File: src/design/benc_map.svh
// register map, bit positions, reset values and timing counts
`ifndef BENC_MAP_SVH
`define BENC_MAP_SVH

// register indices; byte address is four times the index
`define BENC_IDX_NAK       16'hff62
`define BENC_IDX_MASK      16'hff63
`define BENC_IDX_DEND      16'hff70
`define BENC_IDX_CLR       16'hff71
`define BENC_IDX_MAP       16'hff72
`define BENC_IDX_INBUF     16'hff73
`define BENC_IDX_OUTBUF    16'hff74
`define BENC_IDX_STAT      16'hff75

`define BENC_NAK_IN_BIT    0
`define BENC_NAK_OUT_BIT   2
`define BENC_MASK_OUT_BIT  2
`define BENC_DEND_BIT      0
`define BENC_CLR_IN_BIT    0
`define BENC_CLR_OUT_BIT   1
`define BENC_MAP_IN_BIT    0
`define BENC_MAP_OUT_BIT   1

`define BENC_NAK_RST       1'b0
`define BENC_MASK_RST      1'b0
`define BENC_MAP_RST       2'h3

`define BENC_BANK_BYTES    7'h40

// usb clock as a tick from the system clock
`define BENC_SYS_CLK_KHZ   200000
`define BENC_USB_CLK_KHZ   12000
`define BENC_USB_DIV       (`BENC_SYS_CLK_KHZ / `BENC_USB_CLK_KHZ)
`define BENC_CLR_USB_CLKS  4

`endif

File: src/design/benc_pkg.sv
// types shared by the bulk endpoint nak control block
package benc_pkg;

  typedef struct packed {
    logic       valid;
    logic [7:0] data;
  } benc_beat_t;

  typedef struct packed {
    logic inAck;
    logic inRetry;
    logic rxEnd;
    logic rxBad;
    logic nakSending;
    logic ifaceActive;
  } benc_sie_ev_t;

  typedef struct packed {
    logic inNak;
    logic outNak;
  } benc_hs_t;

endpackage

File: src/design/benc_top.sv
// bulk endpoint nak control with two-bank fifos and wishbone registers
`timescale 1ns/1ps
`include "benc_map.svh"

// Operation
// - The nak control register is an 8-bit unit and bit 0 is read-only.
// - A write to the bulk-out nak bit lands only while its enable is 1.
// - Nak bits of an endpoint unsupported by mapping have no effect.
// - A fifo clear shows in the nak register within five usb clocks.
// - Writes to the bulk-out nak bit are ignored while nak is sent.
// - Bit 0 allows bulk-in data when 1 and forces nak when 0 at reset.
// - The bulk-in bit drops only when the engine bank cannot supply.
// - A bulk-in toggle sets the bit and the bank is kept for retry.
// - Bulk-in banks toggle when the cpu bank is complete and the engine is empty.
// - Filling the cpu bank toggles and sets the bit by itself.
// - The short-packet end bit toggles once the engine bank is empty and then returns to 0.
// - The bulk-out nak write enable passes writes at 1, blocks at 0.
module benc_top (
  input  wire logic                  clk_sys,
  input  wire logic                  reset_n,
  input  wire logic                  wb_cyc_i,
  input  wire logic                  wb_stb_i,
  input  wire logic                  wb_we_i,
  input  wire logic [17:0]           wb_adr_i,
  input  wire logic [3:0]            wb_sel_i,
  input  wire logic [31:0]           wb_dat_i,
  output logic                       wb_ack_o,
  output logic [31:0]                wb_dat_o,
  input  wire benc_pkg::benc_sie_ev_t sieEv,
  input  wire benc_pkg::benc_beat_t  rxBeat,
  output logic                       rxReady,
  output benc_pkg::benc_beat_t       txBeat,
  input  wire logic                  txReady,
  output benc_pkg::benc_hs_t         hs
);
  import benc_pkg::*;

  wire        take   = wb_cyc_i & wb_stb_i & ~wb_ack_o;
  wire        wrTake = take & wb_we_i & wb_sel_i[0];
  wire        rdTake = take & ~wb_we_i;
  wire [15:0] idx    = wb_adr_i[17:2];
  wire [7:0]  wbByte = wb_dat_i[7:0];

  wire hitNak    = idx == `BENC_IDX_NAK;
  wire hitMask   = idx == `BENC_IDX_MASK;
  wire hitDend   = idx == `BENC_IDX_DEND;
  wire hitClr    = idx == `BENC_IDX_CLR;
  wire hitMap    = idx == `BENC_IDX_MAP;
  wire hitInBuf  = idx == `BENC_IDX_INBUF;
  wire hitOutBuf = idx == `BENC_IDX_OUTBUF;
  wire hitStat   = idx == `BENC_IDX_STAT;

  logic       inAllow;
  logic       outNak;
  logic       outNakWen;
  logic       dataEnd;
  logic       mapIn;
  logic       mapOut;
  logic [1:0] clrPend;
  logic [2:0] clrCnt;
  logic [4:0] usbDiv;

  wire usbTick = usbDiv == 5'(`BENC_USB_DIV - 1);

  always_ff @(posedge clk_sys or negedge reset_n) begin
    if (!reset_n) begin
      usbDiv <= 5'h00;
    end else begin
      usbDiv <= usbTick ? 5'h00 : usbDiv + 5'h01;
    end
  end

  wire clrWr   = wrTake & hitClr & (|wbByte[1:0]);
  wire clrFire = (|clrPend) & usbTick &
                 (clrCnt == 3'(`BENC_CLR_USB_CLKS - 1));
  wire clrIn   = clrFire & clrPend[`BENC_CLR_IN_BIT];
  wire clrOut  = clrFire & clrPend[`BENC_CLR_OUT_BIT];

  always_ff @(posedge clk_sys or negedge reset_n) begin
    if (!reset_n) begin
      clrPend <= 2'h0;
      clrCnt  <= 3'h0;
    end else if (clrWr) begin
      // a new clear restarts the wait so nothing is merged half-done
      clrPend <= wbByte[1:0];
      clrCnt  <= 3'h0;
    end else if (clrFire) begin
      clrPend <= 2'h0;
      clrCnt  <= 3'h0;
    end else if ((|clrPend) & usbTick) begin
      clrCnt  <= clrCnt + 3'h1;
    end
  end

  wire inMapped  = mapIn & sieEv.ifaceActive;
  wire outMapped = mapOut & sieEv.ifaceActive;

  always_ff @(posedge clk_sys or negedge reset_n) begin
    if (!reset_n) begin
      {mapOut, mapIn} <= `BENC_MAP_RST;
      outNakWen       <= `BENC_MASK_RST;
    end else begin
      if (wrTake & hitMap) begin
        mapIn  <= wbByte[`BENC_MAP_IN_BIT];
        mapOut <= wbByte[`BENC_MAP_OUT_BIT];
      end
      if (wrTake & hitMask) begin
        outNakWen <= wbByte[`BENC_MASK_OUT_BIT];
      end
    end
  end

  logic [7:0] inMem [0:127];
  logic       cpuInBank;
  logic [6:0] cpuInCnt;
  logic [6:0] sieInCnt;
  logic [6:0] sendPtr;

  wire cpuInFull = cpuInCnt == `BENC_BANK_BYTES;
  wire inBufWr   = wrTake & hitInBuf & ~cpuInFull & ~dataEnd;
  wire cpuInDone = cpuInFull | dataEnd;
  wire inToggle  = cpuInDone & ~inAllow &
                   (sieInCnt == 7'h00) & ~clrIn;
  wire txLoad    = ~txBeat.valid | txReady;
  wire txPush    = inAllow & inMapped & (sendPtr < sieInCnt) & txLoad &
                   ~sieEv.inAck & ~sieEv.inRetry;
  wire [7:0] txByte = inMem[{~cpuInBank, sendPtr[5:0]}];

  always_ff @(posedge clk_sys) begin
    if (inBufWr) begin
      inMem[{cpuInBank, cpuInCnt[5:0]}] <= wbByte;
    end
  end

  always_ff @(posedge clk_sys or negedge reset_n) begin
    if (!reset_n) begin
      cpuInBank <= 1'b0;
      cpuInCnt  <= 7'h00;
      sieInCnt  <= 7'h00;
      sendPtr   <= 7'h00;
    end else if (clrIn) begin
      cpuInCnt  <= 7'h00;
      sieInCnt  <= 7'h00;
      sendPtr   <= 7'h00;
    end else if (inToggle) begin
      cpuInBank <= ~cpuInBank;
      sieInCnt  <= cpuInCnt;
      cpuInCnt  <= 7'h00;
      sendPtr   <= 7'h00;
    end else begin
      if (inBufWr) begin
        cpuInCnt <= cpuInCnt + 7'h01;
      end
      if (sieEv.inAck & inAllow) begin
        sieInCnt <= 7'h00;
        sendPtr  <= 7'h00;
      end else if (sieEv.inRetry) begin
        sendPtr  <= 7'h00;
      end else if (txPush) begin
        sendPtr  <= sendPtr + 7'h01;
      end
    end
  end

  // handshake bit: set by a toggle, dropped once the bank is acknowledged
  always_ff @(posedge clk_sys or negedge reset_n) begin
    if (!reset_n) begin
      inAllow <= `BENC_NAK_RST;
    end else if (clrIn) begin
      inAllow <= 1'b0;
    end else if (inToggle) begin
      inAllow <= 1'b1;
    end else if (sieEv.inAck) begin
      inAllow <= 1'b0;
    end
  end

  // software set wins over the self-clear in the same cycle
  always_ff @(posedge clk_sys or negedge reset_n) begin
    if (!reset_n) begin
      dataEnd <= 1'b0;
    end else if (wrTake & hitDend & wbByte[`BENC_DEND_BIT]) begin
      dataEnd <= 1'b1;
    end else if (inToggle | clrIn) begin
      dataEnd <= 1'b0;
    end
  end

  always_ff @(posedge clk_sys or negedge reset_n) begin
    if (!reset_n) begin
      txBeat <= '0;
    end else if (clrIn | sieEv.inRetry | sieEv.inAck) begin
      txBeat.valid <= 1'b0;
    end else if (txPush) begin
      txBeat <= {1'b1, txByte};
    end else if (txReady) begin
      txBeat.valid <= 1'b0;
    end
  end

  logic [7:0] outMem [0:127];
  logic       cpuOutBank;
  logic [6:0] cpuOutCnt;
  logic [6:0] cpuOutRd;
  logic [6:0] sieOutCnt;
  logic       sieOutHas;
  logic       endPend;
  logic       bufValid;
  logic [7:0] bufData;

  // drain stalls while the engine bank waits, so the buffer backs up
  wire bufReady  = ~sieOutHas & (sieOutCnt != `BENC_BANK_BYTES) & ~clrOut;
  wire bufPop    = bufValid & bufReady;
  wire outFinal  = endPend & ~bufValid & ~sieOutHas & ~clrOut;
  wire cpuOutEmp = cpuOutRd == cpuOutCnt;
  wire outToggle = sieOutHas & cpuOutEmp & ~clrOut;
  wire outBufRd  = rdTake & hitOutBuf & ~cpuOutEmp;
  wire [6:0] outLeft = cpuOutCnt - cpuOutRd;

  benc_buf2 u_rx_buf (
    .clk_sys  (clk_sys),
    .reset_n  (reset_n),
    .inBeat   (rxBeat),
    .inReady  (rxReady),
    .outValid (bufValid),
    .outData  (bufData),
    .outReady (bufReady)
  );

  always_ff @(posedge clk_sys) begin
    if (bufPop) begin
      outMem[{~cpuOutBank, sieOutCnt[5:0]}] <= bufData;
    end
  end

  always_ff @(posedge clk_sys or negedge reset_n) begin
    if (!reset_n) begin
      endPend <= 1'b0;
    end else if (clrOut | sieEv.rxBad | outFinal) begin
      endPend <= sieEv.rxEnd & ~sieEv.rxBad;
    end else if (sieEv.rxEnd) begin
      endPend <= 1'b1;
    end
  end

  always_ff @(posedge clk_sys or negedge reset_n) begin
    if (!reset_n) begin
      cpuOutBank <= 1'b0;
      cpuOutCnt  <= 7'h00;
      cpuOutRd   <= 7'h00;
      sieOutCnt  <= 7'h00;
      sieOutHas  <= 1'b0;
    end else if (clrOut) begin
      cpuOutCnt  <= 7'h00;
      cpuOutRd   <= 7'h00;
      sieOutCnt  <= 7'h00;
      sieOutHas  <= 1'b0;
    end else if (outToggle) begin
      cpuOutBank <= ~cpuOutBank;
      cpuOutCnt  <= sieOutCnt;
      cpuOutRd   <= 7'h00;
      sieOutCnt  <= 7'h00;
      sieOutHas  <= 1'b0;
    end else begin
      if (outBufRd) begin
        cpuOutRd <= cpuOutRd + 7'h01;
      end
      if (sieEv.rxBad) begin
        sieOutCnt <= 7'h00;
      end else if (bufPop) begin
        sieOutCnt <= sieOutCnt + 7'h01;
      end
      if (outFinal) begin
        sieOutHas <= 1'b1;
      end
    end
  end

  // bulk-out nak: hardware set last so it wins over a software clear
  wire nakWrOk = wrTake & hitNak & outNakWen & ~sieEv.nakSending;

  always_ff @(posedge clk_sys or negedge reset_n) begin
    if (!reset_n) begin
      outNak <= `BENC_NAK_RST;
    end else if (clrOut) begin
      outNak <= 1'b0;
    end else begin
      if (outToggle) begin
        outNak <= 1'b0;
      end
      if (nakWrOk) begin
        outNak <= wbByte[`BENC_NAK_OUT_BIT];
      end
      if (outFinal) begin
        outNak <= 1'b1;
      end
    end
  end

  // handshake outputs to the engine; unsupported endpoints show nothing
  always_ff @(posedge clk_sys or negedge reset_n) begin
    if (!reset_n) begin
      hs <= '0;
    end else begin
      hs.inNak  <= inMapped & ~inAllow;
      hs.outNak <= outMapped & outNak;
    end
  end

  wire [7:0] nakVal = {5'h00, outNak, 1'b0, inAllow};
  wire [7:0] mskVal = {5'h00, outNakWen, 2'h0};
  wire [7:0] outVal = outMem[{cpuOutBank, cpuOutRd[5:0]}];
  wire [31:0] rdMux =
    hitNak    ? {24'h000000, nakVal} :
    hitMask   ? {24'h000000, mskVal} :
    hitDend   ? {31'h00000000, dataEnd} :
    hitClr    ? {30'h00000000, clrPend} :
    hitMap    ? {30'h00000000, mapOut, mapIn} :
    hitInBuf  ? {25'h0000000, cpuInCnt} :
    hitOutBuf ? {24'h000000, cpuOutEmp ? 8'h00 : outVal} :
    hitStat   ? {17'h00000, sieInCnt, 1'b0, outLeft} :
                32'h00000000;

  always_ff @(posedge clk_sys or negedge reset_n) begin
    if (!reset_n) begin
      wb_ack_o <= 1'b0;
      wb_dat_o <= 32'h00000000;
    end else begin
      wb_ack_o <= take;
      if (rdTake) begin
        wb_dat_o <= rdMux;
      end
    end
  end

endmodule

File: src/design/benc_buf2.sv
// two-entry byte buffer with valid and ready on both sides
`timescale 1ns/1ps
module benc_buf2 (
  input  wire logic              clk_sys,
  input  wire logic              reset_n,
  input  wire benc_pkg::benc_beat_t inBeat,
  output logic                   inReady,
  output logic                   outValid,
  output logic [7:0]             outData,
  input  wire logic              outReady
);
  import benc_pkg::*;

  logic [7:0] mem [0:1];
  logic       wrPtr;
  logic       rdPtr;
  logic [1:0] cnt;

  wire        push = inBeat.valid & inReady;
  wire        pop  = outValid & outReady;
  wire [1:0]  next_cnt = cnt + {1'b0, push} - {1'b0, pop};

  assign outValid = cnt != 2'h0;
  assign outData  = mem[rdPtr];

  always_ff @(posedge clk_sys) begin
    if (push) begin
      mem[wrPtr] <= inBeat.data;
    end
  end

  always_ff @(posedge clk_sys or negedge reset_n) begin
    if (!reset_n) begin
      wrPtr   <= 1'b0;
      rdPtr   <= 1'b0;
      cnt     <= 2'h0;
      inReady <= 1'b1;
    end else begin
      wrPtr   <= wrPtr ^ push;
      rdPtr   <= rdPtr ^ pop;
      cnt     <= next_cnt;
      // registered ready stays honest: it looks at the next fill level
      inReady <= next_cnt != 2'h2;
    end
  end

endmodule

File: config.mk
export PLATFORM = sky130hd
export DESIGN_NAME = benc_top
export DESIGN_NICKNAME = d
export VERILOG_FILES = /design/src/design/benc_pkg.sv /design/src/design/benc_top.sv /design/src/design/benc_buf2.sv
export VERILOG_INCLUDE_DIRS = /design/src /design/src/design
export SDC_FILE = /design/constraint.sdc
export NUM_CORES = 2
export LEC_CHECK = 0
export BUFFER_PORTS_ARGS = -buffer_cell sky130_fd_sc_hd__buf_4
export CORE_ASPECT_RATIO = 0.75
export CORE_UTILIZATION = 50
export DETAILED_ROUTE_END_ITERATION = 6
export GPL_TIMING_DRIVEN = 0
export PLACE_DENSITY = 0.66
export RECOVER_POWER = 100
export SYNTH_ARGS = -nofsm -noshare
export SYNTH_HDL_FRONTEND = slang
export SYNTH_HIERARCHICAL = 1
export SYNTH_SLANG_ARGS = --single-unit
File: constraint.sdc
create_clock -name clk_sys -period 3.9 [get_ports clk_sys]
set_input_delay 0.39 -clock clk_sys [delete_from_list [all_inputs] [get_ports clk_sys]]
set_output_delay 0.39 -clock clk_sys [all_outputs]
set_load 0.1 [all_outputs]
# ---- After elaboration in Yosys (flattened, before gate mapping)
# Memories as Yosys holds them, arrays and structs flattened. A register that Yosys moved wholly into a read port is not among the register bits.
# Index checks and enable logic that the tools add are counted.
dict set report classes {
  addsub 9
  eq_ne 14
  n_lt_le_gt_ge 1
  reduce_logical 22
  mux 58
  n_bitwise 73
  shifts 0
  div_mod_pow 0
  multipliers 0
}
# op n
set ops {}
lappend ops {{7-bit two-way mux} 20}
lappend ops {{16-bit == test, second input constant} 8}
lappend ops {{15-bit two-way mux} 8}
lappend ops {{1-bit bitwise AND} 46}
lappend ops {{7-bit by 1-bit adder with 7-bit output, second input constant} 4}
lappend ops {{1-bit two-way mux} 23}
lappend ops {{3-bit nonzero test} 7}
lappend ops {{1-bit NOT} 18}
lappend ops {{2-bit nonzero test} 5}
lappend ops {{3-bit two-way mux} 3}
lappend ops {{8-bit two-way mux} 1}
lappend ops {{4-bit nonzero test} 2}
lappend ops {{7-bit == test} 1}
lappend ops {{7-bit == test, second input constant} 1}
lappend ops {{7-bit logical NOT} 1}
lappend ops {{7-bit < comparator} 1}
lappend ops {{7-bit inequality test, second input constant} 1}
lappend ops {{1-bit OR} 7}
lappend ops {{7-bit subtractor} 1}
lappend ops {{2-bit AND reduction} 3}
lappend ops {{5-bit by 1-bit adder with 5-bit output, second input constant} 1}
lappend ops {{5-bit by 4-bit == test with 1-bit output, second input constant} 1}
lappend ops {{5-bit two-way mux} 1}
lappend ops {{5-bit nonzero test} 1}
lappend ops {{9 further kinds} 12}
dict set report word_totals {
  ram_bits 2064
  latch_bits 0
  elab_cells 208
  input_bits 75
  n_memories 3
  romBits 0
  regBits 103
}
# memory depth width rd rd_ports_with_merged_regs write_ports line
set memory_table {}
lappend memory_table {inMem 128 8 1 1 1 benc_top.sv:113} ;# logic [7:0] inMem [0:127];
lappend memory_table {outMem 128 8 1 0 1 benc_top.sv:201} ;# logic [7:0] outMem [0:127];
lappend memory_table {u_rx_buf.mem 2 8 1 0 1 benc_buf2.sv:14} ;# logic [7:0] mem [0:1];

# ---- Logic depth before layout (Yosys ltp)
dict set report depth {
  ltp_word 11
  ltp_mapped 14
  depth_no_buf 11
}

# ---- By module
# The synthesis kept the hierarchy.
# module cells_each seq_area_each_um2 area_per_inst_um2 n_inst
set by_module_without_submodules {}
lappend by_module_without_submodules {benc_top 4082 63728.6 84008.1 1}
lappend by_module_without_submodules {benc_buf2 51 606.8 844.6 1}

# ---- Worst setup path before layout
# Ideal clock, no wire load.
dict set report synth_path {
  path_kind {flip-flop to flip-flop}
  start {register wb_ack_o}
  end {memory inMem[15][0] (enable)}
  stages_incl_launch_ff 8
  slack_ns 0.691
  t_arrival_ns 2.825
  required_time_ns 3.517
  n_path_buf 0
  path_cell_list {dfrtp_1 > and3b_1 > and3_1 > and2_1 > nand2_1 > nor3b_1 > nand2_1 > nor3_1}
}
dict set report synth_between {
  elab_chain_len 9
}
# element line
set synth_lines {}
lappend synth_lines {{start: declaration} benc_top.sv:27} ;# output logic wb_ack_o,
lappend synth_lines {{start signal: assignment} benc_top.sv:329} ;# wb_ack_o <= take;
lappend synth_lines {{1-bit NOT} benc_top.sv:38} ;# wire take = wb_cyc_i & wb_stb_i & ~wb_ack_o;
lappend synth_lines {{1-bit bitwise AND} benc_top.sv:38}
lappend synth_lines {{net take} benc_top.sv:38}
lappend synth_lines {{1-bit bitwise AND (2 in a row)} benc_top.sv:39} ;# wire wrTake = take & wb_we_i & wb_sel_i[0];
lappend synth_lines {{1-bit bitwise AND (3 in a row)} benc_top.sv:120} ;# wire inBufWr = wrTake & hitInBuf & ~cpuInFull & ~dataEnd;
lappend synth_lines {{1-bit two-way mux} benc_top.sv:130} ;# if (inBufWr) begin
lappend synth_lines {{1-bit two-way mux (not written as such)} benc_top.sv:131} ;# inMem[{cpuInBank, cpuInCnt[5:0]}] <= wbByte;
lappend synth_lines {{end: declaration} benc_top.sv:113}
# The timed path passes the listed nets, and every way through them passes these cells.

# ---- Worst setup path after layout
dict set report layout_path {
  start {register cpuOutRd[1]}
  end {register wb_dat_o[5]}
}
dict set report layout_between {
  elab_chain_len 9
}
# element line
set layout_lines {}
lappend layout_lines {{start: declaration} benc_top.sv:204} ;# logic [6:0] cpuOutRd;
lappend layout_lines {{start signal: assignment} benc_top.sv:266} ;# cpuOutRd <= cpuOutRd + 7'h01;
lappend layout_lines {{memory 128 x 8 bit, or another cell as far along} -}
lappend layout_lines {{8-bit two-way mux or 15-bit two-way mux (tied branches)} {benc_top.sv:320, benc_top.sv:321}}
lappend layout_lines {{15-bit two-way mux *} benc_top.sv:320} ;# hitOutBuf ? {24'h000000, cpuOutEmp ? 8'h00 : outVal} :
lappend layout_lines {{15-bit two-way mux *} benc_top.sv:319} ;# hitInBuf ? {25'h0000000, cpuInCnt} :
lappend layout_lines {{15-bit two-way mux *} benc_top.sv:318} ;# hitMap ? {30'h00000000, mapOut, mapIn} :
lappend layout_lines {{15-bit two-way mux *} benc_top.sv:317} ;# hitClr ? {30'h00000000, clrPend} :
lappend layout_lines {{15-bit two-way mux *} benc_top.sv:316} ;# hitDend ? {31'h00000000, dataEnd} :
lappend layout_lines {{15-bit two-way mux *} benc_top.sv:315} ;# hitMask ? {24'h000000, mskVal} :
lappend layout_lines {{15-bit two-way mux *} benc_top.sv:314} ;# hitNak ? {24'h000000, nakVal} :
lappend layout_lines {{end signal: assignment} benc_top.sv:331} ;# wb_dat_o <= rdMux;
lappend layout_lines {{end: declaration} benc_top.sv:28} ;# output logic [31:0] wb_dat_o,
# Every way passes the cells marked *; elsewhere a longest branch is shown, timed or not.
# A chain may end at the register's enable or synchronous reset.

==> impl_metrics.ini <==
[clocking]
cts_tree = done
cts_made_buffers = 201
clock_sinks = 2158
cts_max_path_buffers = 3
clk_pin_slew_worst_paths_ns = 0.07
htreeDepth = 4
cts_root_buf = clkbuf_16
insertion_delay_ns = 0.89

[floorplanning]
die_area_sq_mm = 0.171
core_area_sq_mm = 0.168
ios = 120
die_x_microns = 478
initial_utilization_pct = 50.5
die_y_microns = 359
rows = 130

[yosys]
synth_top_area_cell = edfxtp_1
syn_avg_cell_area_sq_um = 20.5
synth_edf_count = 2064
synth_seq_area_share_pct = 75.8
synthTopCellsByArea = edfxtp_1, mux4_2, dfrtp_1
yosys_register_bits = 2158
async_reset_ff_share_pct = 4.36
syn_inst = 4133
synth_area_sq_mm = 0.0849
synth.most_common_cell = edfxtp_1
synth_common_cells = edfxtp_1, mux4_2, nor2_1, nand2_1, a22oi_1
synth-main-ff-cell = edfxtp_1
yosysWarnings = 6
yosys.cell_types.count = 82
synth_top_area_share_pct = 73.0

[timing]
setup_viol_count_final = 129
setup_slack_ns = -0.234
fmax_ghz = 0.242
fin_skew_ns = 0.0506
max-slew-margin-rel_pct = -84.8
fin_tns_setup_ns = -8.07
fin_crit_ns = 4.13
hold_viol = 0
slew_viol_final = 1502
rsz0062_at_grt = true
period_share_pct = 106
worstMarginPinSlew_ns = 2.77

[cells_and_area]
multiInputGateArea_sq_mm = 0.0197
fin_util_pct = 57.2
regArea_sq_mm = 0.0643
fill_cells = 12400
nNetsFinal = 4598
post-route-cell-area_sq_mm = 0.0961
area_delta_synth_final_pct = 13.2
drive_above_1_share_pct = 26.3

[setup_path]
cp_max_fo = 10
crit_chain = buf_2, buf_2, mux4_2, a221oi_1, o22ai_1, nor3_1, nor3_1, a221o_1
endpoint_kind = flip-flop
arrival_ns = 4.87
slowest_stage = a221oi_1
cpPeakStageDelay_ns = 0.69
cp.required_ns = 4.63
crit_path_start_kind = flip-flop
worstSetupPathType = reg2reg

[placement]
portBuffers = 72
dp_slack_ns = -1.44
gp_congestion = 1.03
dpl_cell_area_sq_mm = 0.0886
dp_hpwl_microns = 164000

[grt]
grt_usage_pct = 29.3
grt_use_met1_pct = 43.5
grt_max_degree = 133
busiest_layer = met1
antenna_found_initial = 12
grt_pass1_vias = 43600
use_met3_pct = 12.0
grt_pass1_wl_microns = 345000
grt_overflow_total = 0
grt_use_met2_pct = 39.5

[routing]
drtIter0Drc = 7634
first_pass_iters = 7
route.antenna.remaining_nets = 0
route.detailed.drc = 12
num_vias = 46100
viasPerCell = 6.65
routedWlPerCell_microns = 36.2
wirelength_microns = 251000

[status]
status = finished with violations
failed_checks = design-rule violations, max-capacitance violations, max-slew violations, negative setup slack

[power]
vdd_drop_max_uv = 467
power_density_mw_per_mm2 = 507
leakage_nw = 29.4
power.total_w = 0.0487

[run]
cap_violations = 21

[min_path]
min_path_type = in2reg
## cell usage in the layout, fill, tap and decap left out, types with 49 or more instances in the layout
cell type,synthesis,final
nand2_1,117,116
buf_4,29,98
clkbuf_16,0,204
clkinv_1,2,59
edfxtp_1,2064,2064
a22oi_1,100,100
clkbuf_1,84,140
a21oi_1,52,53
dfrtp_1,91,91
nand3_1,87,82
nor2_1,328,192
nor2_2,0,87
nor2_4,0,49
mux4_2,513,513
mux2i_1,79,78
## flip-flops by register name, indices dropped and copies added, names as in the netlist, 9 cells and up
register      count
u_rx_buf/mem     16
txBeat            9
inMem          1024
outMem         1024
wb_dat_o         15
## metrics by stage
stage,hold slack (ns),instances
2_1_floorplan,0.0944,4149
3_3_place_gp,0.447,6465
3_5_place_dp,0.452,6480
4_1_cts,0.0161,6896
5_1_grt,0.0783,6916
6_report,0.0703,6920
## path summary, 6_finish.rpt
path / startpoint / end / slack, ns / depth (start not counted)
worst max-delay path: cpuOutRd[1]$_DFFE_PN0P_ / wb_dat_o[5]$_DFFE_PN0P_ / -0.23 / 8
worst min-delay path: sieEv[1] / outNak$_DFFE_PN0P_ / 0.07 / 5
worst max register to register: cpuOutRd[1]$_DFFE_PN0P_ / wb_dat_o[5]$_DFFE_PN0P_ / -0.23 / 8
worst min register to register: usbDiv[0]$_DFF_PN0_ / usbDiv[0]$_DFF_PN0_ / 0.45 / 1
max in group asynchronous: reset_n / u_rx_buf/rdPtr$_DFF_PN0_ / 0.49 / 4
min in group asynchronous: reset_n / txBeat[8]$_DFFE_PN0P_ / 0.62 / 3
## worst max-delay path: cells and delay by family, from the launching register on
kind,cells,cell delay [ns]
DFF,1,0.44
and+or+nand+nor,2,0.69
AOI/OAI and AO/OA,3,1.19
muxes,1,0.44
buffers and inverters,2,1.20
## cells by family (layout without fill, tap and decap cells)
kind of cell	after synthesis	in the layout	synth area share [%]
buffers and inverters	264	784	1.85
AOI/OAI and AO/OA	334	334	2.76
muxes	627	627	15.2
and+or+nand+nor	696	696	3.72
xor gates and xnor gates	30	30	0.310
adders and majority gates	23	23	0.348
other	1	24	0.00442
DFF	2158	2158	75.8
## where the power goes
group	switching (W)	internal (W)	leakage, nW
sequential	0.0000389	0.0269	19.8
combinational	0.00209	0.000250	6.52
clock	0.00875	0.0107	3.12
## layout make-up
| class | instances | area share (%) |
|---|---|---|
| sequential | 2158 | 67.0 |
| clock buffer | 249 | 5.51 |
| antenna | 7 | 0.0182 |
| multi-input combinational | 1727 | 20.5 |
| tap | 2244 | 2.92 |
| buffer | 230 | 1.62 |
| inverter | 28 | 0.120 |
| clock inverter | 123 | 1.14 |
| timing repair buffer | 154 | 1.19 |
## metal layers
| metal | vias up | wire, microns |
|---|---|---|
| li1 | 17900 | - |
| met1 | 24300 | 101000 |
| met2 | 3413 | 104000 |
| met3 | 508 | 37600 |
| met4 | 2 | 8170 |
| met5 | - | 7 |
## timing repair
action                                  CTS  global route
gates resized for setup                 210            82
pin swaps                                20             5
setup endpoints to repair              1328          1456
endpoints found under the hold margin   123           139
hold buffers                             19             7
buffers inserted                         27             5
Power figures use the tool's default switching activity.
